`src/core/interrupt_status_pkg.sv`:
```
// Constants and types for the low half of the interrupt status register
// ============================================================
// Behaviour
// RULE1: Bit 16 latches a one-cycle completion pulse, is cleared by writing one and resets to zero.
// RULE2: The completion pulse fires when a data port operation that software started has finished.
// RULE3: Bit 15 sets whenever any bit of the MAC error status input is set and resets to zero.
// RULE4: Bit 15 is a level flag that stays set while any MAC error bit remains set.
// RULE5: Bit 12 reads high while the USB transmit FIFO holds at least one whole frame and resets to zero.
// RULE6: Bits 7 to 0 are one flag per GPIO, each fed by a level from its pin and cleared by writing one.
// RULE7: A GPIO flag sets again right after clearing while its pin level is still present.
// RULE8: After reset each GPIO flag takes the state of its pin, not a fixed constant.
// RULE9: Clearing a GPIO flag also clears the wake event recorded for that GPIO.
// RULE10: Writing one clears a flag, writing zero leaves it, and reserved bits read zero and ignore writes.
package interrupt_status_pkg;

   // ============================================================
   // Bus shape
   localparam int ADDR_W = 4;
   localparam int DATA_W = 32;
   localparam int BE_W = 4;

   typedef struct packed {
      logic read;
      logic write;
      logic [ADDR_W-1:0] address;
      logic [BE_W-1:0] byteenable;
      logic [DATA_W-1:0] writedata;
   } avmm_req_t;

   typedef struct packed {
      logic [DATA_W-1:0] readdata;
      logic waitrequest;
   } avmm_rsp_t;

   // ============================================================
   // Register byte offsets
   localparam logic [ADDR_W-1:0] OFS_INTERRUPT_STATUS = 4'h0;
   localparam logic [ADDR_W-1:0] OFS_DP_CTRL = 4'h4;
   localparam logic [ADDR_W-1:0] OFS_ERR_VIEW = 4'h8;

   // ============================================================
   // Interrupt status fields
   localparam int BIT_DP_DONE = 16;
   localparam int BIT_MAC_ERR = 15;
   localparam int BIT_UTX_WAIT = 12;
   localparam int GPIO_LSB = 0;
   localparam int GPIO_MAX = 8;
   localparam logic [DATA_W-1:0] STS_WC_MASK = 32'h0001_80ff;
   localparam logic [DATA_W-1:0] STS_RSV_MASK = 32'h0000_6f00;

   // ============================================================
   // Data port control fields
   localparam int BIT_DP_START = 0;
   localparam int BIT_DP_BUSY = 1;

   // ============================================================
   // Reset values and timing
   localparam logic [DATA_W-1:0] ZERO_WORD = 32'h0000_0000;
   localparam int CLK_PERIOD_NS = 10;
   localparam int DP_LATENCY_NS = 160;
   localparam int DP_LATENCY_CYC_DEF = (DP_LATENCY_NS + CLK_PERIOD_NS - 1) / CLK_PERIOD_NS;
   localparam int SYNC_STAGES = 2;
   localparam int GPIO_INIT_CYC = SYNC_STAGES + 1;

endpackage : interrupt_status_pkg

```
`src/core/gpio_flag_bank.sv`:
```
// Level-fed write-one-to-clear GPIO interrupt flags with wake clear pulses
`timescale 1ns/10ps
`default_nettype none
module gpio_flag_bank #(
   parameter int N = 8,
   parameter int INIT_CYC = interrupt_status_pkg::GPIO_INIT_CYC
) (
   input wire logic clock,
   input wire logic rst,
   input wire logic [N-1:0] src,
   input wire logic [N-1:0] clr,
   output logic [N-1:0] flags,
   output logic [N-1:0] wake_clr
);

   localparam int CNT_W = $clog2(INIT_CYC + 1);

   typedef struct packed {
      logic [CNT_W-1:0] init_cnt;
      logic [N-1:0] flags;
      logic [N-1:0] wake_clr;
   } bank_state_t;

   bank_state_t st_r;
   bank_state_t st_nxt;

   if (N < 1 || N > interrupt_status_pkg::GPIO_MAX || INIT_CYC < 1) begin : g_bad_cfg
      $error("gpio_flag_bank configuration out of range");
   end

   always_comb begin
      st_nxt = st_r;
      st_nxt.wake_clr = '0;
      if (st_r.init_cnt != '0) begin
         // Follow the synchronised pins until they carry real pin state
         st_nxt.init_cnt = st_r.init_cnt - CNT_W'(1);
         st_nxt.flags = src; // see RULE8
      end else begin
         // Level source wins over a clear in the same cycle
         st_nxt.flags = (st_r.flags & ~clr) | src; // see RULE6 see RULE7 see RULE10
         st_nxt.wake_clr = clr; // see RULE9
      end
   end

   always_ff @(posedge clock or posedge rst) begin
      if (rst) begin
         st_r <= '{init_cnt: CNT_W'(INIT_CYC), flags: '0, wake_clr: '0};
      end else begin
         st_r <= st_nxt;
      end
   end

   assign flags = st_r.flags;
   assign wake_clr = st_r.wake_clr;

endmodule : gpio_flag_bank
`default_nettype wire

```
`src/core/interrupt_status_low_half.sv`:
```
// Interrupt status low half with data port engine behind an Avalon-MM slave
//
// The implementer's own choices: the register addresses and the Avalon-MM slave port.
`timescale 1ns/10ps
`default_nettype none
module interrupt_status_low_half #(
   parameter int GPIO_N = interrupt_status_pkg::GPIO_MAX,
   parameter int ERR_W = 32,
   parameter int FRM_W = 8,
   parameter int DP_LATENCY_CYC = interrupt_status_pkg::DP_LATENCY_CYC_DEF
) (
   input wire logic clock,
   input wire logic rst,
   input wire interrupt_status_pkg::avmm_req_t bus_req,
   output interrupt_status_pkg::avmm_rsp_t bus_rsp,
   input wire logic [ERR_W-1:0] mac_error_status_register,
   input wire logic [FRM_W-1:0] usb_tx_frames,
   input wire logic [GPIO_N-1:0] gpio_pin,
   output logic [GPIO_N-1:0] gpio_wake_clear
);

   localparam int CNT_W = $clog2(DP_LATENCY_CYC + 1);
   localparam int DW = interrupt_status_pkg::DATA_W;

   // ============================================================
   // Configuration checks
   if (GPIO_N < 1 || GPIO_N > interrupt_status_pkg::GPIO_MAX) begin : g_bad_gpio
      $error("GPIO count must be 1 to 8");
   end
   if (ERR_W < 1 || ERR_W > DW || FRM_W < 1) begin : g_bad_width
      $error("error or frame count width out of range");
   end
   // The completion check uses a plain delay of this length, so keep it short
   if (DP_LATENCY_CYC < 1 || DP_LATENCY_CYC > 256) begin : g_bad_lat
      $error("data port latency out of range");
   end

   // ============================================================
   // State
   typedef struct packed {
      logic ack;
      logic [DW-1:0] rdata;
      logic dp_flag;
      logic mac_flag;
      logic dp_busy;
      logic [CNT_W-1:0] dp_cnt;
      logic dp_done;
   } core_state_t;

   core_state_t st_r;
   core_state_t st_nxt;

   logic req_any;
   logic wr_fire;
   logic [DW-1:0] be_bits;
   logic [DW-1:0] sts_clear;
   logic [DW-1:0] sts_view;
   logic [DW-1:0] ctrl_view;
   logic [DW-1:0] err_view;
   logic [DW-1:0] rd_mux;
   logic dp_start;
   logic mac_any;
   logic utx_wait;
   logic [GPIO_N-1:0] gpio_sync;
   logic [GPIO_N-1:0] gpio_flags;
   logic [GPIO_N-1:0] gpio_clear;

   function automatic logic [DW-1:0] be_expand(input logic [interrupt_status_pkg::BE_W-1:0] be);
      logic [DW-1:0] m;
      m = '0;
      for (int i = 0; i < interrupt_status_pkg::BE_W; i++) begin
         m[i*8 +: 8] = {8{be[i]}};
      end
      return m;
   endfunction : be_expand

   // ============================================================
   // GPIO path
   sync_2ff #(
      .W(GPIO_N)
   ) u_gpio_sync (
      .clock(clock),
      .rst(rst),
      .d(gpio_pin),
      .q(gpio_sync)
   );

   gpio_flag_bank #(
      .N(GPIO_N),
      .INIT_CYC(interrupt_status_pkg::GPIO_INIT_CYC)
   ) u_gpio_bank (
      .clock(clock),
      .rst(rst),
      .src(gpio_sync),
      .clr(gpio_clear),
      .flags(gpio_flags),
      .wake_clr(gpio_wake_clear)
   );

   // ============================================================
   // Bus decode
   assign req_any = bus_req.read | bus_req.write;
   assign wr_fire = bus_req.write & st_r.ack;
   assign be_bits = be_expand(bus_req.byteenable);

   // Only implemented write-one-to-clear bits can clear; reserved bits drop out
   always_comb begin
      sts_clear = '0;
      if (wr_fire && bus_req.address == interrupt_status_pkg::OFS_INTERRUPT_STATUS) begin
         sts_clear = bus_req.writedata & be_bits & interrupt_status_pkg::STS_WC_MASK; // see RULE10
      end
   end

   assign gpio_clear = sts_clear[interrupt_status_pkg::GPIO_LSB +: GPIO_N];
   assign dp_start = wr_fire && bus_req.address == interrupt_status_pkg::OFS_DP_CTRL &&
                     bus_req.byteenable[0] && bus_req.writedata[interrupt_status_pkg::BIT_DP_START] &&
                     !st_r.dp_busy;
   assign mac_any = |mac_error_status_register;
   assign utx_wait = usb_tx_frames != '0; // see RULE5

   // ============================================================
   // Read views
   always_comb begin
      sts_view = interrupt_status_pkg::ZERO_WORD;
      sts_view[interrupt_status_pkg::BIT_DP_DONE] = st_r.dp_flag;
      sts_view[interrupt_status_pkg::BIT_MAC_ERR] = st_r.mac_flag;
      sts_view[interrupt_status_pkg::BIT_UTX_WAIT] = utx_wait; // see RULE5
      sts_view[interrupt_status_pkg::GPIO_LSB +: GPIO_N] = gpio_flags; // see RULE6
      ctrl_view = interrupt_status_pkg::ZERO_WORD;
      ctrl_view[interrupt_status_pkg::BIT_DP_BUSY] = st_r.dp_busy;
      err_view = interrupt_status_pkg::ZERO_WORD;
      err_view[ERR_W-1:0] = mac_error_status_register;
   end

   always_comb begin
      case (bus_req.address)
         interrupt_status_pkg::OFS_INTERRUPT_STATUS: begin
            rd_mux = sts_view;
         end
         interrupt_status_pkg::OFS_DP_CTRL: begin
            rd_mux = ctrl_view;
         end
         interrupt_status_pkg::OFS_ERR_VIEW: begin
            rd_mux = err_view;
         end
         default: begin
            rd_mux = interrupt_status_pkg::ZERO_WORD;
         end
      endcase
   end

   // ============================================================
   // Next state
   always_comb begin
      st_nxt = st_r;
      // One wait cycle for every access, then answer
      st_nxt.ack = req_any & ~st_r.ack;
      if (req_any && !st_r.ack) begin
         st_nxt.rdata = bus_req.read ? rd_mux : interrupt_status_pkg::ZERO_WORD;
      end

      // Data port engine: busy for the latency, then a one-cycle done pulse
      st_nxt.dp_done = 1'b0;
      if (dp_start) begin
         st_nxt.dp_busy = 1'b1;
         st_nxt.dp_cnt = CNT_W'(DP_LATENCY_CYC - 1);
      end else if (st_r.dp_busy) begin
         if (st_r.dp_cnt == '0) begin
            st_nxt.dp_busy = 1'b0;
            st_nxt.dp_done = 1'b1; // see RULE2
         end else begin
            st_nxt.dp_cnt = st_r.dp_cnt - CNT_W'(1);
         end
      end

      // Set wins over a clear in the same cycle
      st_nxt.dp_flag = (st_r.dp_flag & ~sts_clear[interrupt_status_pkg::BIT_DP_DONE]) |
                       st_r.dp_done; // see RULE1
      st_nxt.mac_flag = (st_r.mac_flag & ~sts_clear[interrupt_status_pkg::BIT_MAC_ERR]) |
                        mac_any; // see RULE3 see RULE4
   end

   always_ff @(posedge clock or posedge rst) begin
      if (rst) begin
         st_r <= '0; // see RULE1 see RULE3
      end else begin
         st_r <= st_nxt;
      end
   end

   assign bus_rsp.readdata = st_r.rdata;
   assign bus_rsp.waitrequest = req_any & ~st_r.ack;
endmodule : interrupt_status_low_half
`default_nettype wire

```
`src/core/sync_2ff.sv`:
```
// Two flip-flop synchroniser for a bus of independent levels
`timescale 1ns/10ps
`default_nettype none
module sync_2ff #(
   parameter int W = 8
) (
   input wire logic clock,
   input wire logic rst,
   input wire logic [W-1:0] d,
   output logic [W-1:0] q
);

   typedef struct packed {
      logic [W-1:0] s1;
      logic [W-1:0] s2;
   } sync_state_t;

   sync_state_t st_r;
   sync_state_t st_nxt;

   if (W < 1) begin : g_bad_w
      $error("sync_2ff width must be at least one");
   end

   always_comb begin
      st_nxt = st_r;
      st_nxt.s1 = d;
      st_nxt.s2 = st_r.s1;
   end

   always_ff @(posedge clock or posedge rst) begin
      if (rst) begin
         st_r <= '0;
      end else begin
         st_r <= st_nxt;
      end
   end

   assign q = st_r.s2;

endmodule : sync_2ff
`default_nettype wire

```
`config.mk`:
```
export PLATFORM = sky130hd
export DESIGN_NAME = interrupt_status_low_half
export DESIGN_NICKNAME = d
export VERILOG_FILES = /design/src/core/interrupt_status_pkg.sv /design/src/core/gpio_flag_bank.sv /design/src/core/interrupt_status_low_half.sv /design/src/core/sync_2ff.sv
export SDC_FILE = /design/constraint.sdc
export NUM_CORES = 1
export LEC_CHECK = 0
export ABC_CLOCK_PERIOD_IN_PS = 1400
export BUFFER_PORTS_ARGS = -buffer_cell sky130_fd_sc_hd__buf_4
export CAP_MARGIN = 5
export CORE_MARGIN = 4
export CORE_UTILIZATION = 44
export DETAILED_ROUTE_END_ITERATION = 12
export PLACE_DENSITY = 0.76
export SKIP_LAST_GASP = 1
export SYNTH_ARGS = -nofsm -noshare
export SYNTH_HDL_FRONTEND = slang
export SYNTH_HIERARCHICAL = 1
export SYNTH_SLANG_ARGS = --single-unit
export TNS_END_PERCENT = 1
```
`constraint.sdc`:
```
create_clock -name clock -period 1.4 [get_ports clock]
set_input_delay 0.14 -clock clock [delete_from_list [all_inputs] [get_ports clock]]
set_output_delay 0.14 -clock clock [all_outputs]
set_load 0.01 [all_outputs]
```
==> results of run 1 <==
==> logic make-up after synthesis <==
group,Yosys count
compound gates,63
xor+xnor,1
fa+ha+maj,3
buf+inv,73
flops,76
simple gates,72
==> synthesized netlist by cell type (all sizes together) <==
cell type | n | area [um2]
a222oi | 1 | 10.01
nor2 | 2 | 7.510
nand4 | 6 | 37.54
a21boi | 1 | 7.510
a31o | 5 | 43.79
nand3 | 2 | 10.01
inv | 14 | 52.55
a21o | 1 | 7.510
o21bai | 4 | 30.03
a22o | 21 | 183.9
nor3 | 1 | 5.000
nand4bb | 1 | 11.26
ha | 3 | 37.54
nor2b | 2 | 12.51
o21ai | 16 | 80.08
a211o | 1 | 8.760
a21oi | 1 | 5.000
or4 | 2 | 15.01
and2 | 18 | 125.1
dfstp | 2 | 52.55
nand2 | 19 | 71.32
a22oi | 9 | 67.56
buf | 55 | 434.2
o311ai | 1 | 8.760
o211ai | 1 | 7.510
dfrtp | 74 | 1852
xnor2 | 1 | 16.27
and3 | 1 | 6.260
o31ai | 1 | 7.510
or3b | 2 | 17.52
nor4b | 4 | 41.29
and3b | 2 | 18.77
clkbuf | 4 | 16.26
nor4 | 9 | 71.32
or3 | 1 | 6.260
==> worst max-delay path by stage <==
stage / startpoint / slack (ns) / endpoint / cells past startpoint
2_1_floorplan: st_r[1] / 0.003 / st_r[3] / 5
3_3_place_gp: bus_req[39] / -0.05 / u_gpio_bank/flags[3] / 6
3_5_place_dp: bus_req[38] / -0.08 / bus_rsp[30] / 5
4_1_cts: st_r[1] / -0.03 / st_r[3] / 5
5_1_grt: st_r[41] / -0.07 / bus_rsp[16] / 4
6_report: st_r[2] / -0.02 / st_r[3] / 5
==> power breakdown <==
group | switching (W) | total [W] | internal (W)
sequential | 0.0000315 | 0.00228 | 0.00225
clock | 0.000890 | 0.00156 | 0.000671
combinational | 0.000227 | 0.000506 | 0.000279
==> critical path, cell delays in order (launching register included) <==
cell and delay [ns]:
dfrtp_1 0.40, inv_2 0.08, ha_4 0.13, or3b_4 0.39
or3b_4 0.24, nand3_1 0.06
==> metal layers <==
layer / GRT usage / up-vias / share of wire
met5: 0 / - / 0
met4: 0.05095 / 0 / 0.0076
met3: 0.05708 / 6 / 0.092
met2: 0.2826 / 99 / 0.48
met1: 0.2185 / 1186 / 0.42
li1: - / 1150 / -
==> placed cells by master, fill, tap and decap left out, types with 9 or more instances in the layout <==
master and count:
a22o_1 21, a22oi_1 9, and2_1 13, buf_4 128
clkbuf_8 9, dfrtp_1 74, dlygate4sd3_1 9, inv_1 10
nand2_1 19, o21ai_0 16
==> flip-flops by register name, summed over array words and instances, names as in the netlist <==
register and cells:
bus_rsp 32, ctrl_view 1, st_r 9, u_gpio_bank/flags 8, u_gpio_bank/st_r 2, u_gpio_bank/wake_clr 8, u_gpio_sync/q 8, u_gpio_sync/st_nxt 8
==> cell type report <==
cell class	count	area share
repair buffers	138	0.2450
flip-flops and latches	76	0.4393
clock buffers	9	0.02857
clock inverters	7	0.01328
well taps	99	0.02857
multi-input cells	139	0.2332
inverters	14	0.01212
==> timing repair <==
action / 4_1_cts / 5_1_grt
pin swaps: 0 / 1
hold buffers: 9 / 0
gates resized for setup: 7 / 3
hold endpoints to repair: 57 / 0
setup endpoints to repair: 8 / 13
buffers inserted: 1 / 0
==> through the flow <==
| step | util | cell area (um2) | setup TNS [ns] | instances | total power, W |
|---|---|---|---|---|---|
| CTS | 0.5866 | 4323 | -0.05638 | 482 | 0.004379 |
| finish | 0.5883 | 4335 | -0.02348 | 482 | 0.004347 |
| detailed placement | 0.5464 | 4026 | -1.714 | 456 | 0.002793 |
| global route | 0.5883 | 4335 | -0.3653 | 482 | 0.004544 |
| global placement | 0.5464 | 4026 | -0.5132 | 456 | 0.002781 |
| floorplan | - | 3388 | 0 | 288 | 0.002515 |
==> results.toml, run 1 <==
[clock_network]
cts_root_buffer = "clkbuf_8"
clkLatencyLatePin_ns = 0.35
clkTransAtPathRegs_ns = 0.09
cts_buffer_depth = 2
htreeDepth = 3
numClockSinks = 76
cts_buffers = 9
cts_tree = "built"

[power_and_ir_drop]
cellLeakagePower_nw = 2.090
p_per_area_nw_per_um2 = 1003
vdd_drop_max_uv = 583.4

[critical_path]
r2r_start = "st_r[2]"
critical_path.endpoint_type = "flop"
worstPathRequired_ns = 1.63
start_kind = "flop"
crit_fanout = 4
r2r-end = "st_r[3]"
rr_worst_depth = 5
rrSetupSlack_ns = -0.02
worstPathArrival_ns = 1.65
critical_path_class = "flop to flop"

[floorplan]
initial_core_util = 0.4594
num_rows = 31
io_pins = 133
die_h_um = 95.72
die_w_um = 95.72
dieArea_um2 = 9162
core_area_um2 = 7370

[timing]
rsz0062_at_grt = "yes"
setup_violations = 2
finClkSkew_ns = 0.007706
hold_ws_ns = 0.01279
maxSlewViolCount = 0
period_minus_slack_ns = 1.417
slew_headroom = 0.5195
max_freq_mhz = 705.7
worst_pin_slew_ns = 0.7164
finalCritPeriodShare = 1.012
hold_violations = 0
fin_ws_ns = -0.01707

[routing]
detail-route-antenna-nets = 0
viasPerCell = 5.064
firstDrtPassIters = 4
wl_um = 7727
route.detailed.drc = 0
vias = 2441
dr.first_iter.drc_count = 71
wire_per_inst_um = 16.03

[synthesis]
yosys.area_share.simple = 0.1349
syn_inst = 288
synth_top_family_by_area = "buffers and inverters"
yosysWarnings = 6
synth_compound_area_frac = 0.1382
synthAdderAreaFrac = 0.01109
synth_xor_area_frac = 0.004804
synth.distinct_cells = 43
syn_area_per_cell_um2 = 11.76
synth_nets = 383
synthMuxAreaShare = 0
synth_seq_cells = 76
syn_area_um2 = 3386
ys_seq_area_frac = 0.5625

[job]
cap_violations = 0

[run_status]
status = "finished, violations left"
violations = "setup timing"

[placed_design]
place_ws_ns = -0.07529
gp_congestion = 0.7536
io_buffers = 109
hpwl_um = 5816

[cells_and_area]
n_antenna_cell = 0
nNetsFinal = 473
register_area_um2 = 1904
multi_input_comb_area_um2 = 1011
syn_to_final_growth_pct = 28.05
fill_cells = 614
drive_gt1_frac = 0.4439

[grt]
grt_pass1_wl_um = 11810
grt_overflow = 0
antenna_found_initial = 0
grtUsageTotal = 0.1726
grt_max_degree = 23
grt_pass1_vias = 2421

[hold_path]
min_path_type = "input port to flop"
whs_endpoint = "bus_rsp[31]"
min_from = "mac_error_status_register[30]"
hold_depth = 2
Note: power is estimated with default switching activity, not from simulation.
==> run 2, diff against run 1 <==
--- a/config.mk
+++ b/config.mk
@@ -9,9 +9,10 @@
 export BUFFER_PORTS_ARGS = -buffer_cell sky130_fd_sc_hd__buf_4
 export CAP_MARGIN = 5
 export CORE_MARGIN = 4
-export CORE_UTILIZATION = 44
+export CORE_UTILIZATION = 45
+export CTS_BUF_LIST = sky130_fd_sc_hd__clkbuf_8
 export DETAILED_ROUTE_END_ITERATION = 12
-export PLACE_DENSITY = 0.76
+export PLACE_DENSITY = 0.78
 export SKIP_LAST_GASP = 1
 export SYNTH_ARGS = -nofsm -noshare
 export SYNTH_HDL_FRONTEND = slang
==> run 2 against run 1 <==
Compared with the run above:
- the flow still finishes with violations (setup timing)
- fmax down 1.2%
- setup slack worse by 0.017 ns
- first-iteration DRC count up 39%
- cell count up 0.41%
- register-to-register slack worse by 0.02 ns
==> results.toml, run 2 (synthesis gave the netlist of run 1 again) <==
[routing]
vias = 2454
viasPerCell = 5.070
dr.first_iter.drc_count = 99
detail-route-antenna-nets = 0
wire_per_inst_um = 16.61
route.detailed.drc = 0
firstDrtPassIters = 4
wl_um = 8039

[floorplan]
die_h_um = 94.74
die_w_um = 94.74
dieArea_um2 = 8976
core_area_um2 = 7292
num_rows = 31
io_pins = 133
initial_core_util = 0.4643

[critical_path]
start_kind = "flop"
cp-startpoint = "st_r[1]"
r2r_start = "st_r[1]"
worstPathRequired_ns = 1.61
crit_fanout = 4
worstPathArrival_ns = 1.64
critical_path_class = "flop to flop"
rr_worst_depth = 5
critical_path.endpoint_type = "flop"

[timing]
slew_headroom = 0.6143
finClkSkew_ns = 0.01427
maxSlewViolCount = 0
period_minus_slack_ns = 1.434
fin_ws_ns = -0.03422
finalCritPeriodShare = 1.024
setup_violations = 1
rsz0062_at_grt = "yes"
worst_pin_slew_ns = 0.5750
hold_violations = 0
max_freq_mhz = 697.2

[cells_and_area]
syn_to_final_growth_pct = 31.52
final_util = 0.6107
final_cell_mix = "128 x buf_4, 74 x dfrtp_1, 21 x a22o_1"
largest_reg_flops = 32
drive_gt1_frac = 0.4545
n_antenna_cell = 0
nNetsFinal = 475
final_common_cell = "buf_4"
instances_no_fill = 484
postLayoutCellArea_um2 = 4453

[placed_design]
dp.cells = 456
place_area_um2 = 4051
io_buffers = 109
hpwl_um = 6086
gp_congestion = 0.7909

[clock_network]
cts_tree = "built"
cts_root_buffer = "clkbuf_8"
htreeDepth = 3
clkTransAtPathRegs_ns = 0.09
cts_buffers = 9
clkLatencyLatePin_ns = 0.34
cts_buffer_depth = 2
numClockSinks = 76

[run_status]
violations = "setup timing"
status = "finished, violations left"

[grt]
grt_overflow = 0
grtUsageTotal = 0.1836
grt_pass1_vias = 2502
grt_pass1_wl_um = 12440
grt_max_degree = 22
antenna_found_initial = 0

[hold_path]
min_from = "mac_error_status_register[8]"
hold_depth = 2
min_path_type = "input port to flop"

[power_and_ir_drop]
cellLeakagePower_nw = 2.144
vdd_drop_max_uv = 640.6
p_per_area_nw_per_um2 = 1055

[job]
cap_violations = 0
## run 2: final timing paths
| path | endpoint | slack [ns] |
|---|---|---|
| worst max-delay path | st_r[3] | -0.03 |
| worst min-delay path | bus_rsp[9] | 0.02 |
| worst max register to register | st_r[3] | -0.03 |
| worst min register to register | u_gpio_sync/q[0] | 0.35 |
| max in group asynchronous | bus_rsp[18] | 0.48 |
| min in group asynchronous | bus_rsp[4] | 0.35 |
## run 2: worst max-delay path, cell delays in order (launching register included)
cell     delay [ns]
dfrtp_1        0.39
inv_2          0.09
ha_4           0.13
or3b_4         0.40
or3b_4         0.24
nand3_1        0.07
## run 2: layer usage
layer	routed length (um)	track usage
met1	3176	0.2210
met2	4142	0.3259
met3	660	0.04143
met4	60	0.05769
met5	0	0
## run 2: power breakdown
group	internal [W]	switching (W)
registers	0.00225	0.0000352
clock network	0.00107	0.000823
logic	0.000291	0.000234
## run 2: stage by stage
| step | worst slack, ns | power, W | TNS, ns | hold slack (ns) |
|---|---|---|---|---|
| after global placement | -0.05796 | 0.002782 | -0.2648 | 0.1741 |
| after detailed placement | -0.1078 | 0.002798 | -0.5312 | 0.1754 |
| final | -0.03422 | 0.004700 | -0.03422 | 0.02423 |
| after floorplan | 0.002546 | 0.002515 | 0 | 0.05374 |
| after CTS | -0.03300 | 0.004722 | -0.1288 | 0.005573 |
| after global routing | -0.09909 | 0.004891 | -0.5457 | 0.006589 |
## run 2: layout make-up
cell class	instances	area, um2
sequential	76	1904
tap	99	123.9
timing repair buffer	140	1102
inverter	14	52.55
clock buffer	10	137.6
fill	594	2839
multi-input combinational	139	1037
clock inverter	6	95.09
## run 2: repair_timing
item                                   4_1_cts  5_1_grt
endpoints found under the hold margin       51        0
setup buffers                                1        2
resized for setup                            5        9
hold buffers                                 9        0
pin swaps                                    0        0
setup endpoints to repair                   16       22
gates cloned                                 0        0
==> run 3, diff against run 2 <==
--- a/config.mk
+++ b/config.mk
@@ -13,9 +13,8 @@
 export CTS_BUF_LIST = sky130_fd_sc_hd__clkbuf_8
 export DETAILED_ROUTE_END_ITERATION = 12
 export PLACE_DENSITY = 0.78
+export REMOVE_ABC_BUFFERS = 1
 export SKIP_LAST_GASP = 1
 export SYNTH_ARGS = -nofsm -noshare
 export SYNTH_HDL_FRONTEND = slang
-export SYNTH_HIERARCHICAL = 1
 export SYNTH_SLANG_ARGS = --single-unit
-export TNS_END_PERCENT = 1
==> run 3 against run 2 <==
Compared with the run above:
- the flow still finishes with violations (setup timing)
- worst hold slack worse by 0.00061 ns
- critical path type unchanged
- global-route usage is 0.91 points higher
- register-to-register slack got worse by 0.08 ns
- synthesized cell count decreased by 2.1%
- final area rose by 2.1%
- cell count increased by 2.3%
==> results.toml, run 3 <==
[critical_path]
path_cells = "buf_4 -> or4b_4 -> or3_1 -> nand3_1"
critical_path_class = "flop to flop"
worstPathRequired_ns = 1.68
crit_fanout = 2
start_kind = "flop"
slowest_delay_ns = 0.52
critical_path.endpoint_type = "flop"
critPathBufInv = 1
cp.depth = 4
rr_worst_depth = 4
cp_top_family = "simple AND/OR/NAND/NOR gates"
worstPathArrival_ns = 1.80
crit_slowest_cell = "or4b_4"

[floorplan]
dieArea_um2 = 8659
die_w_um = 93.06
core_area_um2 = 6907
die_h_um = 93.06
initial_core_util = 0.4714
num_rows = 30
io_pins = 133

[cells_and_area]
final_common_cell = "buf_4"
largest_reg_flops = 32
nNetsFinal = 489
final_cell_mix = "129 x buf_4, 74 x dfrtp_1, 21 x a22o_1"
n_antenna_cell = 0
syn_to_final_growth_pct = 39.62
drive_gt1_frac = 0.4135
final_util = 0.6582

[run_status]
status = "finished, violations left"
violations = "setup timing"

[routing]
wire_per_inst_um = 16.32
viasPerCell = 5.176
topRoutingLayerUsed = "met4"
vias = 2562
wl_met1_um = 3193
firstDrtPassIters = 4
wl_met3_um = 661
dr.first_iter.drc_count = 84
route.detailed.drc = 0
detail-route-antenna-nets = 0
wl_um = 8078
met2_length_um = 4147

[synthesis]
synth_area_leaders = "dfrtp_1 57%, buf_4 9.9%, a22o_1 5.6%"
syn_inst = 282
syn_area_um2 = 3256
synth_edf_count = 0
syn_area_per_cell_um2 = 11.54
ys_top_cells_by_count = "74 x dfrtp_1, 43 x buf_4, 21 x a22o_1, 19 x nand2_1, 15 x inv_1"
yosysWarnings = 0
synth_top_cell_area_share = 0.5688
synth.distinct_cells = 39
ys.flop_type = "dfrtp_1"
synth.most_common_cell = "dfrtp_1"
synth_seq_cells = 76
synth_top_area_cell = "dfrtp_1"
ys_seq_area_frac = 0.5849
async_flop_share = 1.000

[placed_design]
io_buffers = 109
gp_congestion = 0.8061
hpwl_um = 5985

[timing]
rsz0062_at_grt = "yes"
worst_pin_slew_ns = 0.4105
slew_headroom = 0.7260
hold_ws_ns = 0.02362
hold_violations = 0
maxSlewViolCount = 0
setup_violations = 4
fin_ws_ns = -0.1184
finClkSkew_ns = 0.008062
finalCritPeriodShare = 1.085
period_minus_slack_ns = 1.518
max_freq_mhz = 658.6

[power_and_ir_drop]
vdd_drop_max_uv = 589.9
cellLeakagePower_nw = 2.213
p_per_area_nw_per_um2 = 1028
p_total_w = 0.004674

[clock_network]
numClockSinks = 76
cts_buffers = 9
cts_buffer_depth = 2
htreeDepth = 3
clkLatencyLatePin_ns = 0.35
clkTransAtPathRegs_ns = 0.08
cts_root_buffer = "clkbuf_8"
cts_tree = "built"

[job]
cap_violations = 0

[grt]
grt_pass1_vias = 2660
grt_max_degree = 31
antenna_found_initial = 0
grt_pass1_wl_um = 12970
grt_overflow = 0
grtUsageTotal = 0.1928

[hold_path]
min_path_type = "input port to flop"
hold_depth = 2
run 3: layout make-up:
type                    instances  area (um2)
well taps                      96       120.1
inverters                      15       57.56
clock inverters                 7       98.84
fillers                       555        2361
flip-flops and latches         76        1904
repair buffers                154        1270
multi-input cells             138       970.9
clock buffers                   9       123.9
run 3: metrics by stage:
| stage | cells | cell area (um2) | setup slack [ns] | setup TNS, ns |
|---|---|---|---|---|
| after CTS | 491 | 4492 | -0.1057 | -0.3159 |
| after floorplan | 229 | 2884 | -0.6750 | -65.88 |
| after global placement | 457 | 4069 | -0.1498 | -0.4192 |
| after detailed placement | 457 | 4069 | -0.2021 | -0.7421 |
| after global routing | 495 | 4546 | -0.1470 | -0.6446 |
| final | 495 | 4546 | -0.1184 | -0.2908 |
run 3: power by group:
group | internal, W | leakage, nW | switching (W)
Combinational | 0.000315 | 1.14 | 0.000247
Sequential | 0.00225 | 0.961 | 0.0000318
Clock | 0.00101 | 0.110 | 0.000816
Total | 0.00358 | 2.21 | 0.00109
run 3: path summary, 6_finish.rpt:
kind / from / to / slack [ns]
min: mac_error_status_register[30] / bus_rsp[31] / 0.02
min in group asynchronous: rst / bus_rsp[27] / 0.34
max: st_r[2] / st_r[4] / -0.12
max reg2reg: st_r[2] / st_r[4] / -0.12
max in group asynchronous: rst / u_gpio_bank.st_r[16] / 0.51
min reg2reg: u_gpio_sync.st_nxt[4] / u_gpio_sync.q[4] / 0.35
run 3: cell families after synthesis:
group                    synth area share
flip-flops                         0.5849
AO/OA/AOI/OAI                      0.1472
buffers and inverters              0.1314
AND/OR/NAND/NOR                    0.1222
adder cells (fa/ha/maj)           0.01153
XOR/XNOR                         0.002691
run 3: routing by layer:
layer / global-route usage / vias up
met1: 0.2326 / 1245
met4: 0.06593 / 0
met5: 0 / -
met2: 0.3299 / 109
met3: 0.05632 / 9
li1: - / 1199
run 3: repair_timing:
item,CTS,global route
resized for setup,5,9
hold buffers,18,1
setup buffers,0,3
hold endpoints to repair,37,1
setup endpoints to repair,7,19
pin swaps,2,5
